<file path="config.mk">
export PLATFORM = sky130hd
export DESIGN_NAME = ramp_waveform_timer
export DESIGN_NICKNAME = d
export VERILOG_FILES = /design/src/include/ramp_timer_pkg.sv /design/src/hw/ramp_waveform_timer.sv /design/src/hw/compare_shadow_bank.sv
export SDC_FILE = /design/constraint.sdc
export NUM_CORES = 1
export LEC_CHECK = 0
export BUFFER_PORTS_ARGS = -buffer_cell sky130_fd_sc_hd__clkbuf_2
export CELL_PAD_IN_SITES_DETAIL_PLACEMENT = 2
export CELL_PAD_IN_SITES_GLOBAL_PLACEMENT = 2
export CORE_MARGIN = 5
export CORE_UTILIZATION = 40
export DETAILED_ROUTE_END_ITERATION = 7
export MAX_ROUTING_LAYER = met4
export PLACE_DENSITY_LB_ADDON = 0.1
export SLEW_MARGIN = 20
export SYNTH_ARGS = -nofsm -noshare
export SYNTH_HDL_FRONTEND = slang
export SYNTH_SLANG_ARGS = --single-unit
</file>
<file path="constraint.sdc">
create_clock -name clk_in -period 3.5 [get_ports clk_in]
set_clock_uncertainty 0.1 [all_clocks]
set_input_delay 0.7 -clock clk_in [delete_from_list [all_inputs] [get_ports clk_in]]
set_output_delay 0.7 -clock clk_in [all_outputs]
set_load 0.1 [all_outputs]
</file>
<file path="src/include/ramp_timer_pkg.sv">
package ramp_timer_pkg;

   // ------------------------------------------------------------
   // Widths
   // ------------------------------------------------------------
   localparam int CNT_W = 12;
   localparam int DATA_W = 32;
   localparam int ADDR_W = 8;

   // ------------------------------------------------------------
   // Register byte offsets
   // ------------------------------------------------------------
   localparam logic [7:0] OFS_CONTROL_A = 8'h00;
   localparam logic [7:0] OFS_CONTROL_B = 8'h04;
   localparam logic [7:0] OFS_CONTROL_C = 8'h08;
   localparam logic [7:0] OFS_COMMAND = 8'h0C;
   localparam logic [7:0] OFS_STATUS = 8'h10;
   localparam logic [7:0] OFS_CMP_A_SET = 8'h14;
   localparam logic [7:0] OFS_CMP_A_CLR = 8'h18;
   localparam logic [7:0] OFS_CMP_B_SET = 8'h1C;
   localparam logic [7:0] OFS_CMP_B_CLR = 8'h20;
   localparam logic [7:0] OFS_COUNTER = 8'h24;
   localparam logic [7:0] OFS_INT_CONTROL = 8'h28;

   // ------------------------------------------------------------
   // Field positions
   // ------------------------------------------------------------
   localparam int ENABLE_BIT = 0;
   localparam int CFG_A_LSB = 1;
   localparam int CFG_A_W = 7;
   localparam int MODE_LSB = 0;
   localparam int AUTO_UPDATE_BIT = 0;
   localparam int CMD_SYNC_BIT = 0;
   localparam int CMD_EOC_BIT = 1;
   localparam int CMD_RESTART_BIT = 2;
   localparam int CMD_W = 3;
   localparam int ST_ENABLE_READY_BIT = 0;
   localparam int ST_COMMAND_READY_BIT = 1;
   localparam int ST_BUFFER_READY_BIT = 2;
   localparam int ST_RUNNING_BIT = 3;
   localparam int ST_STATE_LSB = 4;
   localparam int INT_CONTROL_W = 8;

   // ------------------------------------------------------------
   // Reset values and timing
   // ------------------------------------------------------------
   localparam logic [CNT_W-1:0] CMP_RESET = 12'h000;
   localparam logic [CFG_A_W-1:0] CFG_A_RESET = 7'h00;
   localparam logic [INT_CONTROL_W-1:0] INT_CONTROL_RESET = 8'h00;
   // Cycles for one crossing into the core side
   localparam logic [2:0] SYNC_CYCLES = 3'h2;

   // ------------------------------------------------------------
   // Types
   // ------------------------------------------------------------
   typedef enum logic [1:0] {MODE_ONE_RAMP, MODE_TWO_RAMP, MODE_FOUR_RAMP, MODE_DUAL_SLOPE}
      wave_mode_t;
   typedef enum logic [1:0] {DEAD_TIME_A, ON_TIME_A, DEAD_TIME_B, ON_TIME_B} cycle_state_t;
   typedef struct packed {
      logic [CNT_W-1:0] a_set;
      logic [CNT_W-1:0] a_clr;
      logic [CNT_W-1:0] b_set;
      logic [CNT_W-1:0] b_clr;
   } compare_set_t;
   typedef struct packed {
      logic restart;
      logic end_of_cycle;
      logic sync;
   } command_t;

endpackage

</file>
<file path="src/hw/ramp_waveform_timer.sv">
// Summary of operation
// [RULE1] Enable bit changes only while the enable-ready flag reads one.
// [RULE2] Other control A bits are written only while enable is zero.
// [RULE3] Command strobes cross to the core when enabled and idle, then self-clear.
// [RULE4] Software checks command-ready before issuing a new command.
// [RULE5] Buffered compares are writable while running only when buffer-sync-ready.
// [RULE6] Buffered values reach the core on a sync command or on enabling.
// [RULE7] Auto-update: writing compare B clear high byte schedules end-of-cycle copy.
// [RULE8] Immediate sync copies the buffers once the command has crossed over.
// [RULE9] End-of-cycle sync copies the buffers at the end of the next cycle; the code copies at the first end of cycle after the request.
// [RULE10] Sync commands arriving while a copy is pending are ignored.
// [RULE11] Static control registers do not change while the timer is enabled.
// [RULE12] Status, counter and interrupt control are accessible at any time.
// [RULE13] Mode field picks four modes; cycle runs dead A, on A, dead B, on B.
// [RULE14] One ramp counts to B clear then restarts at zero; period B clear plus one.
// [RULE15] One ramp: B clear clears all outputs; out-of-range compares never act.
// [RULE16] Two ramp counts to A clear, resets, then to B clear, then restarts.
// [RULE17] Two ramp: set values above their clear value are never reached.
// [RULE18] Four ramp resets at A set, A clear, B set, B clear in turn.
// [RULE19] Dual slope counts B clear down to zero and back up again.
// [RULE20] Dual slope: output A set counting down, cleared counting up at A set.
// [RULE21] Dual slope: output B set counting up, cleared counting down at B set.
// [RULE22] Dual slope ignores the A clear compare value.
// [RULE23] Counter and all compare values are twelve bits wide.
// [RULE24] Dual slope starts at B clear counting down with output B low.
// [RULE25] One ramp: A set/clear and B set/clear drive their outputs at matches.
//
// Design decisions made here: the Wishbone register port and the address map.
module ramp_waveform_timer #(
   parameter int CNT_W = 12
) (
   input wire logic clk_in,
   input wire logic rst_n_in,
   input wire logic wb_cyc_in,
   input wire logic wb_stb_in,
   input wire logic wb_we_in,
   input wire logic [ramp_timer_pkg::ADDR_W-1:0] wb_adr_in,
   input wire logic [3:0] wb_sel_in,
   input wire logic [ramp_timer_pkg::DATA_W-1:0] wb_dat_in,
   output logic [ramp_timer_pkg::DATA_W-1:0] wb_dat_out,
   output logic wb_ack_out,
   output logic waveform_output_a_out,
   output logic waveform_output_b_out
);
   import ramp_timer_pkg::*;

   // ------------------------------------------------------------
   // Declarations
   // ------------------------------------------------------------
   logic req;
   logic wr_fire;
   logic enable;
   logic [CFG_A_W-1:0] cfg_a;
   wave_mode_t waveform_mode_select;
   logic auto_update_select;
   logic [INT_CONTROL_W-1:0] int_control;
   logic [2:0] en_cnt;
   logic core_en;
   logic core_start;
   command_t cmd_pend;
   command_t cmd_fly;
   logic [2:0] cmd_cnt;
   logic cmd_launch;
   logic cmd_arrive;
   logic eoc_pend;
   logic enable_ready_flag;
   logic command_ready_flag;
   logic buffer_sync_ready_flag;
   logic cmp_wr_ok;
   logic cmp_wr;
   logic [1:0] cmp_idx;
   logic auto_sched;
   logic copy_now;
   compare_set_t bank;
   compare_set_t active;
   logic [CNT_W-1:0] cnt;
   logic dir_up;
   cycle_state_t state;
   logic end_cycle;
   logic phase_b;
   logic [CNT_W-1:0] four_bound;
   logic [DATA_W-1:0] next_rdata;

   // ------------------------------------------------------------
   // Wishbone slave
   // ------------------------------------------------------------
   assign req = wb_cyc_in & wb_stb_in;
   // Writes land on the edge that samples ack, never earlier
   assign wr_fire = req & wb_ack_out & wb_we_in;

   // One wait cycle, ack for exactly one cycle
   always_ff @(posedge clk_in or negedge rst_n_in) begin
      if (!rst_n_in) begin
         wb_ack_out <= 1'b0;
      end else begin
         wb_ack_out <= req & ~wb_ack_out;
      end
   end

   // Read mux, registered so data and ack rise together
   always_comb begin
      next_rdata = '0;
      case (wb_adr_in)
         OFS_CONTROL_A: next_rdata[CFG_A_W:0] = {cfg_a, enable};
         OFS_CONTROL_B: next_rdata[1:0] = waveform_mode_select;
         OFS_CONTROL_C: next_rdata[AUTO_UPDATE_BIT] = auto_update_select;
         OFS_COMMAND: next_rdata[CMD_W-1:0] = cmd_pend;
         OFS_STATUS: begin // [RULE12]
            next_rdata[ST_ENABLE_READY_BIT] = enable_ready_flag;
            next_rdata[ST_COMMAND_READY_BIT] = command_ready_flag;
            next_rdata[ST_BUFFER_READY_BIT] = buffer_sync_ready_flag;
            next_rdata[ST_RUNNING_BIT] = core_en;
            next_rdata[ST_STATE_LSB +: 2] = state;
         end
         OFS_CMP_A_SET: next_rdata[CNT_W-1:0] = bank.a_set;
         OFS_CMP_A_CLR: next_rdata[CNT_W-1:0] = bank.a_clr;
         OFS_CMP_B_SET: next_rdata[CNT_W-1:0] = bank.b_set;
         OFS_CMP_B_CLR: next_rdata[CNT_W-1:0] = bank.b_clr;
         OFS_COUNTER: next_rdata[CNT_W-1:0] = cnt; // [RULE12]
         OFS_INT_CONTROL: next_rdata[INT_CONTROL_W-1:0] = int_control;
         default: next_rdata = '0; // Unmapped reads as zero
      endcase
   end

   always_ff @(posedge clk_in or negedge rst_n_in) begin
      if (!rst_n_in) begin
         wb_dat_out <= '0;
      end else if (req && !wb_ack_out) begin
         wb_dat_out <= next_rdata;
      end
   end

   // ------------------------------------------------------------
   // Control A: enable and protected configuration
   // ------------------------------------------------------------
   assign enable_ready_flag = (en_cnt == 3'h0);

   always_ff @(posedge clk_in or negedge rst_n_in) begin
      if (!rst_n_in) begin
         enable <= 1'b0;
         cfg_a <= CFG_A_RESET;
      end else if (wr_fire && wb_adr_in == OFS_CONTROL_A && wb_sel_in[0]) begin
         if (enable_ready_flag) begin
            enable <= wb_dat_in[ENABLE_BIT]; // [RULE1]
         end
         if (!enable) begin
            cfg_a <= wb_dat_in[CFG_A_LSB +: CFG_A_W]; // [RULE2]
         end
      end
   end

   // Enable crossing: core follows after SYNC_CYCLES, busy meanwhile
   always_ff @(posedge clk_in or negedge rst_n_in) begin
      if (!rst_n_in) begin
         en_cnt <= 3'h0;
      end else if (wr_fire && wb_adr_in == OFS_CONTROL_A && wb_sel_in[0]
                   && enable_ready_flag) begin
         en_cnt <= SYNC_CYCLES; // [RULE1]
      end else if (en_cnt != 3'h0) begin
         en_cnt <= en_cnt - 3'h1;
      end
   end

   assign core_start = (en_cnt == 3'h1) && enable && !core_en;

   always_ff @(posedge clk_in or negedge rst_n_in) begin
      if (!rst_n_in) begin
         core_en <= 1'b0;
      end else if (en_cnt == 3'h1) begin
         core_en <= enable;
      end
   end

   // ------------------------------------------------------------
   // Static and normal registers
   // ------------------------------------------------------------
   // Frozen while enabled so the core never sees a mode change mid-cycle
   always_ff @(posedge clk_in or negedge rst_n_in) begin
      if (!rst_n_in) begin
         waveform_mode_select <= MODE_ONE_RAMP;
         auto_update_select <= 1'b0;
      end else if (wr_fire && !enable && wb_sel_in[0]) begin // [RULE11]
         if (wb_adr_in == OFS_CONTROL_B) begin
            waveform_mode_select <= wave_mode_t'(wb_dat_in[MODE_LSB +: 2]); // [RULE13]
         end
         if (wb_adr_in == OFS_CONTROL_C) begin
            auto_update_select <= wb_dat_in[AUTO_UPDATE_BIT];
         end
      end
   end

   // Interrupt control is plain storage, writable at any time
   always_ff @(posedge clk_in or negedge rst_n_in) begin
      if (!rst_n_in) begin
         int_control <= INT_CONTROL_RESET;
      end else if (wr_fire && wb_adr_in == OFS_INT_CONTROL && wb_sel_in[0]) begin
         int_control <= wb_dat_in[INT_CONTROL_W-1:0]; // [RULE12]
      end
   end

   // ------------------------------------------------------------
   // Command strobes
   // ------------------------------------------------------------
   assign cmd_launch = core_en && (cmd_cnt == 3'h0) && (cmd_pend != '0); // [RULE3]
   assign cmd_arrive = (cmd_cnt == 3'h1);
   assign command_ready_flag = (cmd_cnt == 3'h0) && (cmd_pend == '0);

   // New strobe bits win over the self-clear in the same cycle
   always_ff @(posedge clk_in or negedge rst_n_in) begin
      if (!rst_n_in) begin
         cmd_pend <= '0;
      end else begin
         if (cmd_launch) begin
            cmd_pend <= '0; // [RULE3]
         end
         if (wr_fire && wb_adr_in == OFS_COMMAND && wb_sel_in[0]) begin
            cmd_pend <= (cmd_launch ? command_t'('0) : cmd_pend)
                        | command_t'(wb_dat_in[CMD_W-1:0]);
         end
      end
   end

   always_ff @(posedge clk_in or negedge rst_n_in) begin
      if (!rst_n_in) begin
         cmd_cnt <= 3'h0;
         cmd_fly <= '0;
      end else if (cmd_launch) begin
         cmd_cnt <= SYNC_CYCLES;
         cmd_fly <= cmd_pend;
      end else if (cmd_cnt != 3'h0) begin
         cmd_cnt <= cmd_cnt - 3'h1;
      end
   end

   // ------------------------------------------------------------
   // Double-buffered compares
   // ------------------------------------------------------------
   assign buffer_sync_ready_flag = !eoc_pend && (cmd_cnt == 3'h0);
   assign cmp_wr_ok = !enable || buffer_sync_ready_flag; // [RULE5]
   assign cmp_idx = 2'((wb_adr_in - OFS_CMP_A_SET) >> 2);
   assign cmp_wr = wr_fire && cmp_wr_ok && wb_adr_in >= OFS_CMP_A_SET
                   && wb_adr_in <= OFS_CMP_B_CLR;
   assign auto_sched = cmp_wr && core_en && auto_update_select
                       && wb_adr_in == OFS_CMP_B_CLR && wb_sel_in[1]; // [RULE7]
   // Immediate sync is dropped while an end-of-cycle copy is pending
   assign copy_now = cmd_arrive && cmd_fly.sync && !eoc_pend; // [RULE8] [RULE10]

   compare_shadow_bank #(
      .WIDTH(CNT_W)
   ) u_bank (
      .clk_in(clk_in),
      .rst_n_in(rst_n_in),
      .wr_en_in(cmp_wr),
      .wr_idx_in(cmp_idx),
      .wr_sel_in(wb_sel_in[1:0]),
      .wr_data_in(wb_dat_in[CNT_W-1:0]),
      .bank_out(bank)
   );

   // Pending end-of-cycle copy; a new request wins over completion
   always_ff @(posedge clk_in or negedge rst_n_in) begin
      if (!rst_n_in) begin
         eoc_pend <= 1'b0;
      end else if (!core_en) begin
         eoc_pend <= 1'b0;
      end else if (auto_sched || (cmd_arrive && cmd_fly.end_of_cycle)) begin
         eoc_pend <= 1'b1; // [RULE7] [RULE9] [RULE10]
      end else if (end_cycle) begin
         eoc_pend <= 1'b0; // [RULE9]
      end
   end

   // Active copy used by the counter core
   always_ff @(posedge clk_in or negedge rst_n_in) begin
      if (!rst_n_in) begin
         active <= '0;
      end else if (core_start || copy_now || (eoc_pend && end_cycle)) begin
         active <= bank; // [RULE6] [RULE8] [RULE9]
      end
   end

   // ------------------------------------------------------------
   // Counter core
   // ------------------------------------------------------------
   assign phase_b = (state == DEAD_TIME_B) || (state == ON_TIME_B);

   // Four ramp limit depends on which quarter we are in
   always_comb begin
      case (state)
         DEAD_TIME_A: four_bound = active.a_set;
         ON_TIME_A: four_bound = active.a_clr;
         DEAD_TIME_B: four_bound = active.b_set;
         default: four_bound = active.b_clr;
      endcase
   end

   always_comb begin
      case (waveform_mode_select)
         MODE_ONE_RAMP: end_cycle = core_en && cnt == active.b_clr;
         MODE_TWO_RAMP: end_cycle = core_en && phase_b && cnt == active.b_clr;
         MODE_FOUR_RAMP: end_cycle = core_en && state == ON_TIME_B && cnt == active.b_clr;
         MODE_DUAL_SLOPE: end_cycle = core_en && dir_up && cnt == active.b_clr;
         default: end_cycle = 1'b0;
      endcase
   end

   // Restart and start clear outputs; dual slope starts at the top
   always_ff @(posedge clk_in or negedge rst_n_in) begin
      if (!rst_n_in) begin
         cnt <= '0;
         dir_up <= 1'b0;
         state <= DEAD_TIME_A;
         waveform_output_a_out <= 1'b0;
         waveform_output_b_out <= 1'b0;
      end else if (core_start || (core_en && cmd_arrive && cmd_fly.restart)) begin
         cnt <= (waveform_mode_select == MODE_DUAL_SLOPE) ?
                (core_start ? bank.b_clr : active.b_clr) : '0; // [RULE24]
         dir_up <= 1'b0;
         state <= DEAD_TIME_A;
         waveform_output_a_out <= 1'b0;
         waveform_output_b_out <= 1'b0; // [RULE24]
      end else if (!core_en) begin
         cnt <= '0;
         state <= DEAD_TIME_A;
         waveform_output_a_out <= 1'b0;
         waveform_output_b_out <= 1'b0;
      end else begin
         case (waveform_mode_select)
            MODE_ONE_RAMP: begin
               if (cnt == active.b_clr) begin
                  cnt <= '0; // [RULE14]
                  state <= DEAD_TIME_A;
                  waveform_output_a_out <= 1'b0; // [RULE15]
                  waveform_output_b_out <= 1'b0;
               end else begin
                  cnt <= cnt + 1'b1; // [RULE23]
                  if (cnt == active.a_set) begin
                     waveform_output_a_out <= 1'b1; // [RULE25]
                     state <= ON_TIME_A;
                  end
                  if (cnt == active.a_clr) begin
                     waveform_output_a_out <= 1'b0; // [RULE25] [RULE15]
                     state <= DEAD_TIME_B;
                  end
                  if (cnt == active.b_set) begin
                     waveform_output_b_out <= 1'b1; // [RULE25]
                     state <= ON_TIME_B;
                  end
               end
            end
            MODE_TWO_RAMP: begin
               if (!phase_b) begin
                  if (cnt == active.a_clr) begin
                     cnt <= '0; // [RULE16] [RULE17]
                     waveform_output_a_out <= 1'b0;
                     state <= DEAD_TIME_B;
                  end else begin
                     cnt <= cnt + 1'b1;
                     if (cnt == active.a_set) begin
                        waveform_output_a_out <= 1'b1;
                        state <= ON_TIME_A;
                     end
                  end
               end else if (cnt == active.b_clr) begin
                  cnt <= '0; // [RULE16]
                  waveform_output_b_out <= 1'b0;
                  state <= DEAD_TIME_A;
               end else begin
                  cnt <= cnt + 1'b1;
                  if (cnt == active.b_set) begin
                     waveform_output_b_out <= 1'b1; // [RULE17]
                     state <= ON_TIME_B;
                  end
               end
            end
            MODE_FOUR_RAMP: begin
               if (cnt == four_bound) begin
                  cnt <= '0; // [RULE18]
                  case (state)
                     DEAD_TIME_A: begin
                        state <= ON_TIME_A;
                        waveform_output_a_out <= 1'b1;
                     end
                     ON_TIME_A: begin
                        state <= DEAD_TIME_B;
                        waveform_output_a_out <= 1'b0;
                     end
                     DEAD_TIME_B: begin
                        state <= ON_TIME_B;
                        waveform_output_b_out <= 1'b1;
                     end
                     default: begin
                        state <= DEAD_TIME_A; // [RULE13]
                        waveform_output_b_out <= 1'b0;
                     end
                  endcase
               end else begin
                  cnt <= cnt + 1'b1;
               end
            end
            MODE_DUAL_SLOPE: begin
               // A clear compare is never consulted here
               if (!dir_up) begin // [RULE22]
                  if (cnt == active.a_set) begin
                     waveform_output_a_out <= 1'b1; // [RULE20]
                     state <= ON_TIME_A;
                  end
                  if (cnt == active.b_set) begin
                     waveform_output_b_out <= 1'b0; // [RULE21]
                     state <= DEAD_TIME_A;
                  end
                  if (cnt == '0) begin
                     dir_up <= 1'b1; // [RULE19]
                  end else begin
                     cnt <= cnt - 1'b1;
                  end
               end else begin
                  if (cnt == active.a_set) begin
                     waveform_output_a_out <= 1'b0; // [RULE20]
                     state <= DEAD_TIME_B;
                  end
                  if (cnt == active.b_set) begin
                     waveform_output_b_out <= 1'b1; // [RULE21]
                     state <= ON_TIME_B;
                  end
                  if (cnt == active.b_clr) begin
                     dir_up <= 1'b0; // [RULE19]
                  end else begin
                     cnt <= cnt + 1'b1;
                  end
               end
            end
            default: cnt <= '0;
         endcase
      end
   end

endmodule // ramp_waveform_timer

</file>
<file path="src/hw/compare_shadow_bank.sv">
module compare_shadow_bank #(
   parameter int WIDTH = 12
) (
   input wire logic clk_in,
   input wire logic rst_n_in,
   input wire logic wr_en_in,
   input wire logic [1:0] wr_idx_in,
   input wire logic [1:0] wr_sel_in,
   input wire logic [WIDTH-1:0] wr_data_in,
   output ramp_timer_pkg::compare_set_t bank_out
);
   import ramp_timer_pkg::*;

   logic [3:0][WIDTH-1:0] mem;

   // ------------------------------------------------------------
   // Entries: 0 A set, 1 A clear, 2 B set, 3 B clear
   // ------------------------------------------------------------
   for (genvar i = 0; i < 4; i++) begin : g_entry
      // Low byte and upper nibble written by their own byte lane
      always_ff @(posedge clk_in or negedge rst_n_in) begin
         if (!rst_n_in) begin
            mem[i] <= CMP_RESET;
         end else if (wr_en_in && wr_idx_in == 2'(i)) begin
            if (wr_sel_in[0]) begin
               mem[i][7:0] <= wr_data_in[7:0];
            end
            if (wr_sel_in[1]) begin
               mem[i][WIDTH-1:8] <= wr_data_in[WIDTH-1:8];
            end
         end
      end
   end

   assign bank_out = compare_set_t'({mem[0], mem[1], mem[2], mem[3]});

endmodule // compare_shadow_bank

</file>
Word level (Yosys, flattened, before mapping)

Cells that the tools add are included.

Register bits: 159
Bits of input ports: 49
Logic and storage cells: 241
ROM bits: 0
Bits in writable memories: 0
Latch bits: 0
Memories: 0

Reduce and logical (&&, ||, !) cells: 83
Eq/ne operators: 38
Add/sub/neg operators: 5
$mul: 0
Div/mod/pow operators: 0
Shift-type cells: 0
Magnitude comparators: 2
Multiplexer cells: 72
Bitwise logic cells: 7

Operators by type and width:

| kind                  | count |
|---|---|
| $mux 12               | 11 |
| $eq 12x12->1          | 5 |
| $pmux 12 s4           | 1 |
| $logic_and 1x1->1     | 40 |
| $pmux 12 s3           | 1 |
| $eq 8x5->1 const B    | 4 |
| $mux 2                | 14 |
| $reduce_and 2->1      | 14 |
| $mux 1                | 26 |
| $eq 8x6->1 const B    | 3 |
| $pmux 3 s8            | 1 |
| $pmux 4 s5            | 1 |
| $mux 3                | 6 |
| $eq 8x4->1 const B    | 2 |
| $ne 4x4->1 const B    | 4 |
| $pmux 2 s7            | 1 |
| $add 12x1->12 const B | 1 |
| $eq 2x2->1 const B    | 6 |
| $logic_not 12->1      | 1 |
| $pmux 1 s4            | 3 |
| $sub 12x1->12 const B | 1 |
| $pmux 1 s11           | 1 |
| $ne 5x4->1 const B    | 2 |
| $ne 5x5->1 const B    | 2 |
| other kinds (29)      | 56 |

Logic depth before layout (Yosys ltp)

Depth in word-level cells: 13
Depth in mapped cells: 11

Cells and area by module

Synthesis repeated with hierarchy kept, for this count alone.

Cells, all modules: 906
Area, all modules: 9587.9 um^2

Modules (own cells, without submodules):

| module              | cells each | area an instance (um^2) | times used |
|---|---|---|---|
| ramp_waveform_timer | 798        | 7678.6                  | 1 |
| compare_shadow_bank | 108        | 1909.3                  | 1 |

Worst setup path before layout

OpenSTA, ideal clock, no wires.

Kind: register to register
Start point: register state[0]
End point: register cnt[7]
Arrival: 2.398 ns
Data required time: 3.254 ns
Setup slack: 0.856 ns
Period minus slack after synthesis: 2.644 ns
Library setup time: 0.146 ns
Cell stages (with the launch flop): 11
Cell sequence: dfrtp_1 -> inv_1 -> ha_1 -> buf_2 -> a222oi_1 -> mux2i_1 -> xnor2_1 -> nor4_1 -> a31o_2 -> and3_1 -> o311ai_0

Word-level cells in the longest chain between the ends: 7
Elaborated cells on any way between the ends: 12
Classes of those cells: 4 x eq/ne; 6 x mux; 2 x reduce/logical

RTL lines:

| element                            | line                                                   | text |
|---|---|---|
| start, declared                    | ramp_waveform_timer.sv:78                              | `cycle_state_t state;` |
| start signal, assigned             | ramp_waveform_timer.sv:312                             | `state <= DEAD_TIME_A;` |
| start signal, assigned             | ramp_waveform_timer.sv:319                             | `state <= DEAD_TIME_A;` |
| start signal, assigned             | ramp_waveform_timer.sv:324                             | `state <= DEAD_TIME_A;` |
| $eq 2x2->1 (tied with other cells) | ramp_waveform_timer.sv:285, ramp_waveform_timer.sv:289 |  |
| $pmux 12 s3                        | ramp_waveform_timer.sv:289                             | `case (state)` |
| $eq 12x12->1                       | ramp_waveform_timer.sv:377                             | `if (cnt == four_bound) begin` |
| $mux 12                            | ramp_waveform_timer.sv:377                             |  |
| $pmux 12 s4 *                      | ramp_waveform_timer.sv:328                             | `case (waveform_mode_select)` |
| $mux 12 *                          | ramp_waveform_timer.sv:322                             | `end else if (!core_en) begin` |
| $mux 12 *                          | ramp_waveform_timer.sv:315                             | `end else if (core_start \|\| (core_en && cmd_arrive && cmd_fly.restart)) begin` |
| end signal, assigned               | ramp_waveform_timer.sv:316                             | `cnt <= (waveform_mode_select == MODE_DUAL_SLOPE) ?` |
| end signal, assigned               | ramp_waveform_timer.sv:336                             | `cnt <= cnt + 1'b1;` |
| end signal, assigned               | ramp_waveform_timer.sv:398                             | `cnt <= cnt + 1'b1;` |
| end, declared                      | ramp_waveform_timer.sv:76                              | `logic [CNT_W-1:0] cnt;` |

Mark *: on every way between the ends. The rest lies on a longest branch, timed or not.
A chain may end at the register's enable or synchronous reset.

Worst setup path after layout

Start point: register state[1]
End point: register cnt[10]

The elaborated chain is that of the path after synthesis.

==> impl_metrics.json <==
{
  "status": "complete, no violations",
  "dpl_cell_area_um2": 10100,
  "min_period_over_period": 0.943,
  "io_pins": 84,
  "min_period_ns": 3.30,
  "synth_most_common_cell": "dfrtp_1",
  "io_buffers": 41,
  "dp.cells": 1264,
  "path_max_fanout": 12,
  "yosysTopAreaCell": "dfrtp_1",
  "syn_to_final_growth_pct": 13.7,
  "synthFlopType": "dfrtp_1",
  "track_usage": 0.280,
  "post-route-drc-count": 0,
  "grt_pass1_wl_mm": 54.8,
  "synth.distinct_cells": 79,
  "ys_seq_area_frac": 0.420,
  "fmax_mhz": 303,
  "area.sequential_um2": 3980,
  "vias": 7768,
  "yosys-top-cells-area": "dfrtp_1 (42%), mux2_2 (11%), xnor2_1 (3.2%)",
  "clk_pin_slew_ns": 0.09,
  "die-height_um": 164,
  "htreeDepth": 4,
  "grt-ovfl-total": 0,
  "hold_ws_ns": 0.0468,
  "hold_violations": 0,
  "maxSlewViolCount": 0,
  "dieArea_um2": 26900,
  "start_util": 0.405,
  "worst_slew_pin_slew_ns": 0.751,
  "critical_path_required_ns": 3.68,
  "wire_per_inst_um": 27.4,
  "critical_path_arrival_ns": 3.48,
  "avgSynthCellArea_um2": 10.4,
  "insertion_delay_ns": 0.44,
  "r2r_start": "state[1]",
  "multi_input_area_um2": 5020,
  "grt_max_degree": 66,
  "grt_antenna_before_repair": 0,
  "fin_nets": 1026,
  "final.setup.tns_ns": 0,
  "drv.max_cap_violation_count": 0,
  "die_w_um": 164,
  "synth_top_area_share": 0.420,
  "finalWorstSetupSlack_ns": 0.198,
  "grt_setup_unrepaired": "false",
  "netlist_area_um2": 9470,
  "reg2regPathDepth": 8,
  "ys_seq_elements": 159,
  "setup_viol": 0,
  "core.rowCount": 56,
  "drtAntennaViolNets": 0,
  "async_flop_share": 1.00,
  "utilization": 0.460,
  "r2r_slack_ns": 0.20,
  "layout-drive-gt1-share": 0.268,
  "cts_sinks": 159,
  "leakagePower_nw": 5.03,
  "timing.rr.end": "cnt[10]",
  "diodes": 0,
  "endpoint_kind": "flop",
  "preCtsSetupSlack_ns": 0.130,
  "ys_warn_count": 0,
  "worstHoldPathType": "in -> async",
  "cts_setup_buffers": 0,
  "fin_area_um2": 10800,
  "cts_buffers": 17,
  "hpwlAfterDp_mm": 26.9,
  "core_um2": 23400,
  "slew_headroom": 0.495,
  "syn_inst": 907,
  "fillers": 2489,
  "drt-initial-drc-count": 514,
  "p_per_area_nw_per_um2": 397,
  "synth-edff-count": 0,
  "vias_per_cell": 5.99,
  "totalPowerFinal_mw": 4.28,
  "synthTopCellsByCount": "dfrtp_1 (159), mux2_2 (92), nand2_1 (75), a21oi_1 (41), nor2_1 (39)",
  "gp_congestion": 0.916,
  "firstDrtPassIters": 5,
  "cts_hold_buf": 0,
  "worstSetupStartpointType": "flop",
  "critical_path_class": "reg -> reg",
  "fin_cells": 1296,
  "cts_max_path_buffers": 2,
  "cts_tree": "built",
  "grt_pass1_vias": 8719,
  "ir_drop_uv": 235,
  "wl_mm": 35.5,
  "cts_root_buf": "clkbuf_16"
}
[timing repair]
action | 4_1_cts | 5_1_grt
endpoints found under the setup margin | 1 | 13
pin swaps | 1 | 1
resized for setup | 1 | 3
[routing by layer]
layer	vias to the layer above	part of all wire	global-route usage
met3	58	0.038	0.0409
li1	3396	-	-
met5	-	0	-
met4	0	0.032	0.0999
met2	220	0.50	0.467
met1	4094	0.43	0.348
[flip-flops by register name, summed over array words and instances, names as in the netlist]
signal                 flops
int_control                8
cmd_cnt                    3
eoc_pend                   1
auto_update_select         1
enable                     1
state                      2
en_cnt                     3
cnt                       12
cfg_a                      7
waveform_output_a_out      1
wb_dat_out                12
waveform_mode_select       2
active                    48
waveform_output_b_out      1
wb_ack_out                 1
dir_up                     1
core_en                    1
cmd_fly                    3
u_bank.bank_out           48
cmd_pend                   3
[where the power goes]
group	switching, mW	internal, mW
clock	0.976	0.986
combinational	0.289	0.112
sequential	0.0397	1.88
total	1.30	2.98
[worst max-delay path by stage]
stage | to | startpoint | slack [ns] | cells after the start
6_report | cnt[10] | state[1] | 0.20 | 8
3_5_place_dp | cnt[7] | state[1] | 0.13 | 9
4_1_cts | state[1] | state[1] | 0.03 | 10
5_1_grt | state[1] | state[0] | 0.03 | 10
3_3_place_gp | cnt[7] | state[1] | 0.22 | 9
2_1_floorplan | cnt[7] | state[0] | 0.86 | 10
[layout by cell type (no fill, tap or decap), drive strengths merged, types with 33 or more instances in the layout]
master  Yosys  routed
clkbuf     23      57
mux2      119     119
inv        29      35
a21oi      41      41
dfrtp     159     159
xor2       33      33
nand2      78      78
xnor2      35      35
nor2       40      40
o21ai      35      35
buf        52      54
[worst max-delay path, stage by stage, from the launching register on]
cell	delay, ns
dfrtp_2	0.49
ha_1	0.43
a222oi_1	0.56
mux2i_1	0.21
xnor2_1	0.18
nor4_2	0.36
a31o_2	0.29
and3_1	0.32
o311ai_0	0.20
[cell type report]
type / instances / area share
multi-input cells: 663 / 0.466
repair buffers: 94 / 0.0589
well taps: 319 / 0.0371
clock buffers: 17 / 0.0395
inverters: 29 / 0.0101
clock inverters: 15 / 0.0189
flip-flops and latches: 159 / 0.369
[kinds of logic after synthesis]
group	share of synthesized area
AND/OR/NAND/NOR	0.124
AO/OA/AOI/OAI	0.148
flip-flops	0.420
multiplexers	0.169
buffers and inverters	0.0589
XOR/XNOR	0.0629
adder cells (fa/ha/maj)	0.0172
other	0.000396
Power figures use the tool's default switching activity.
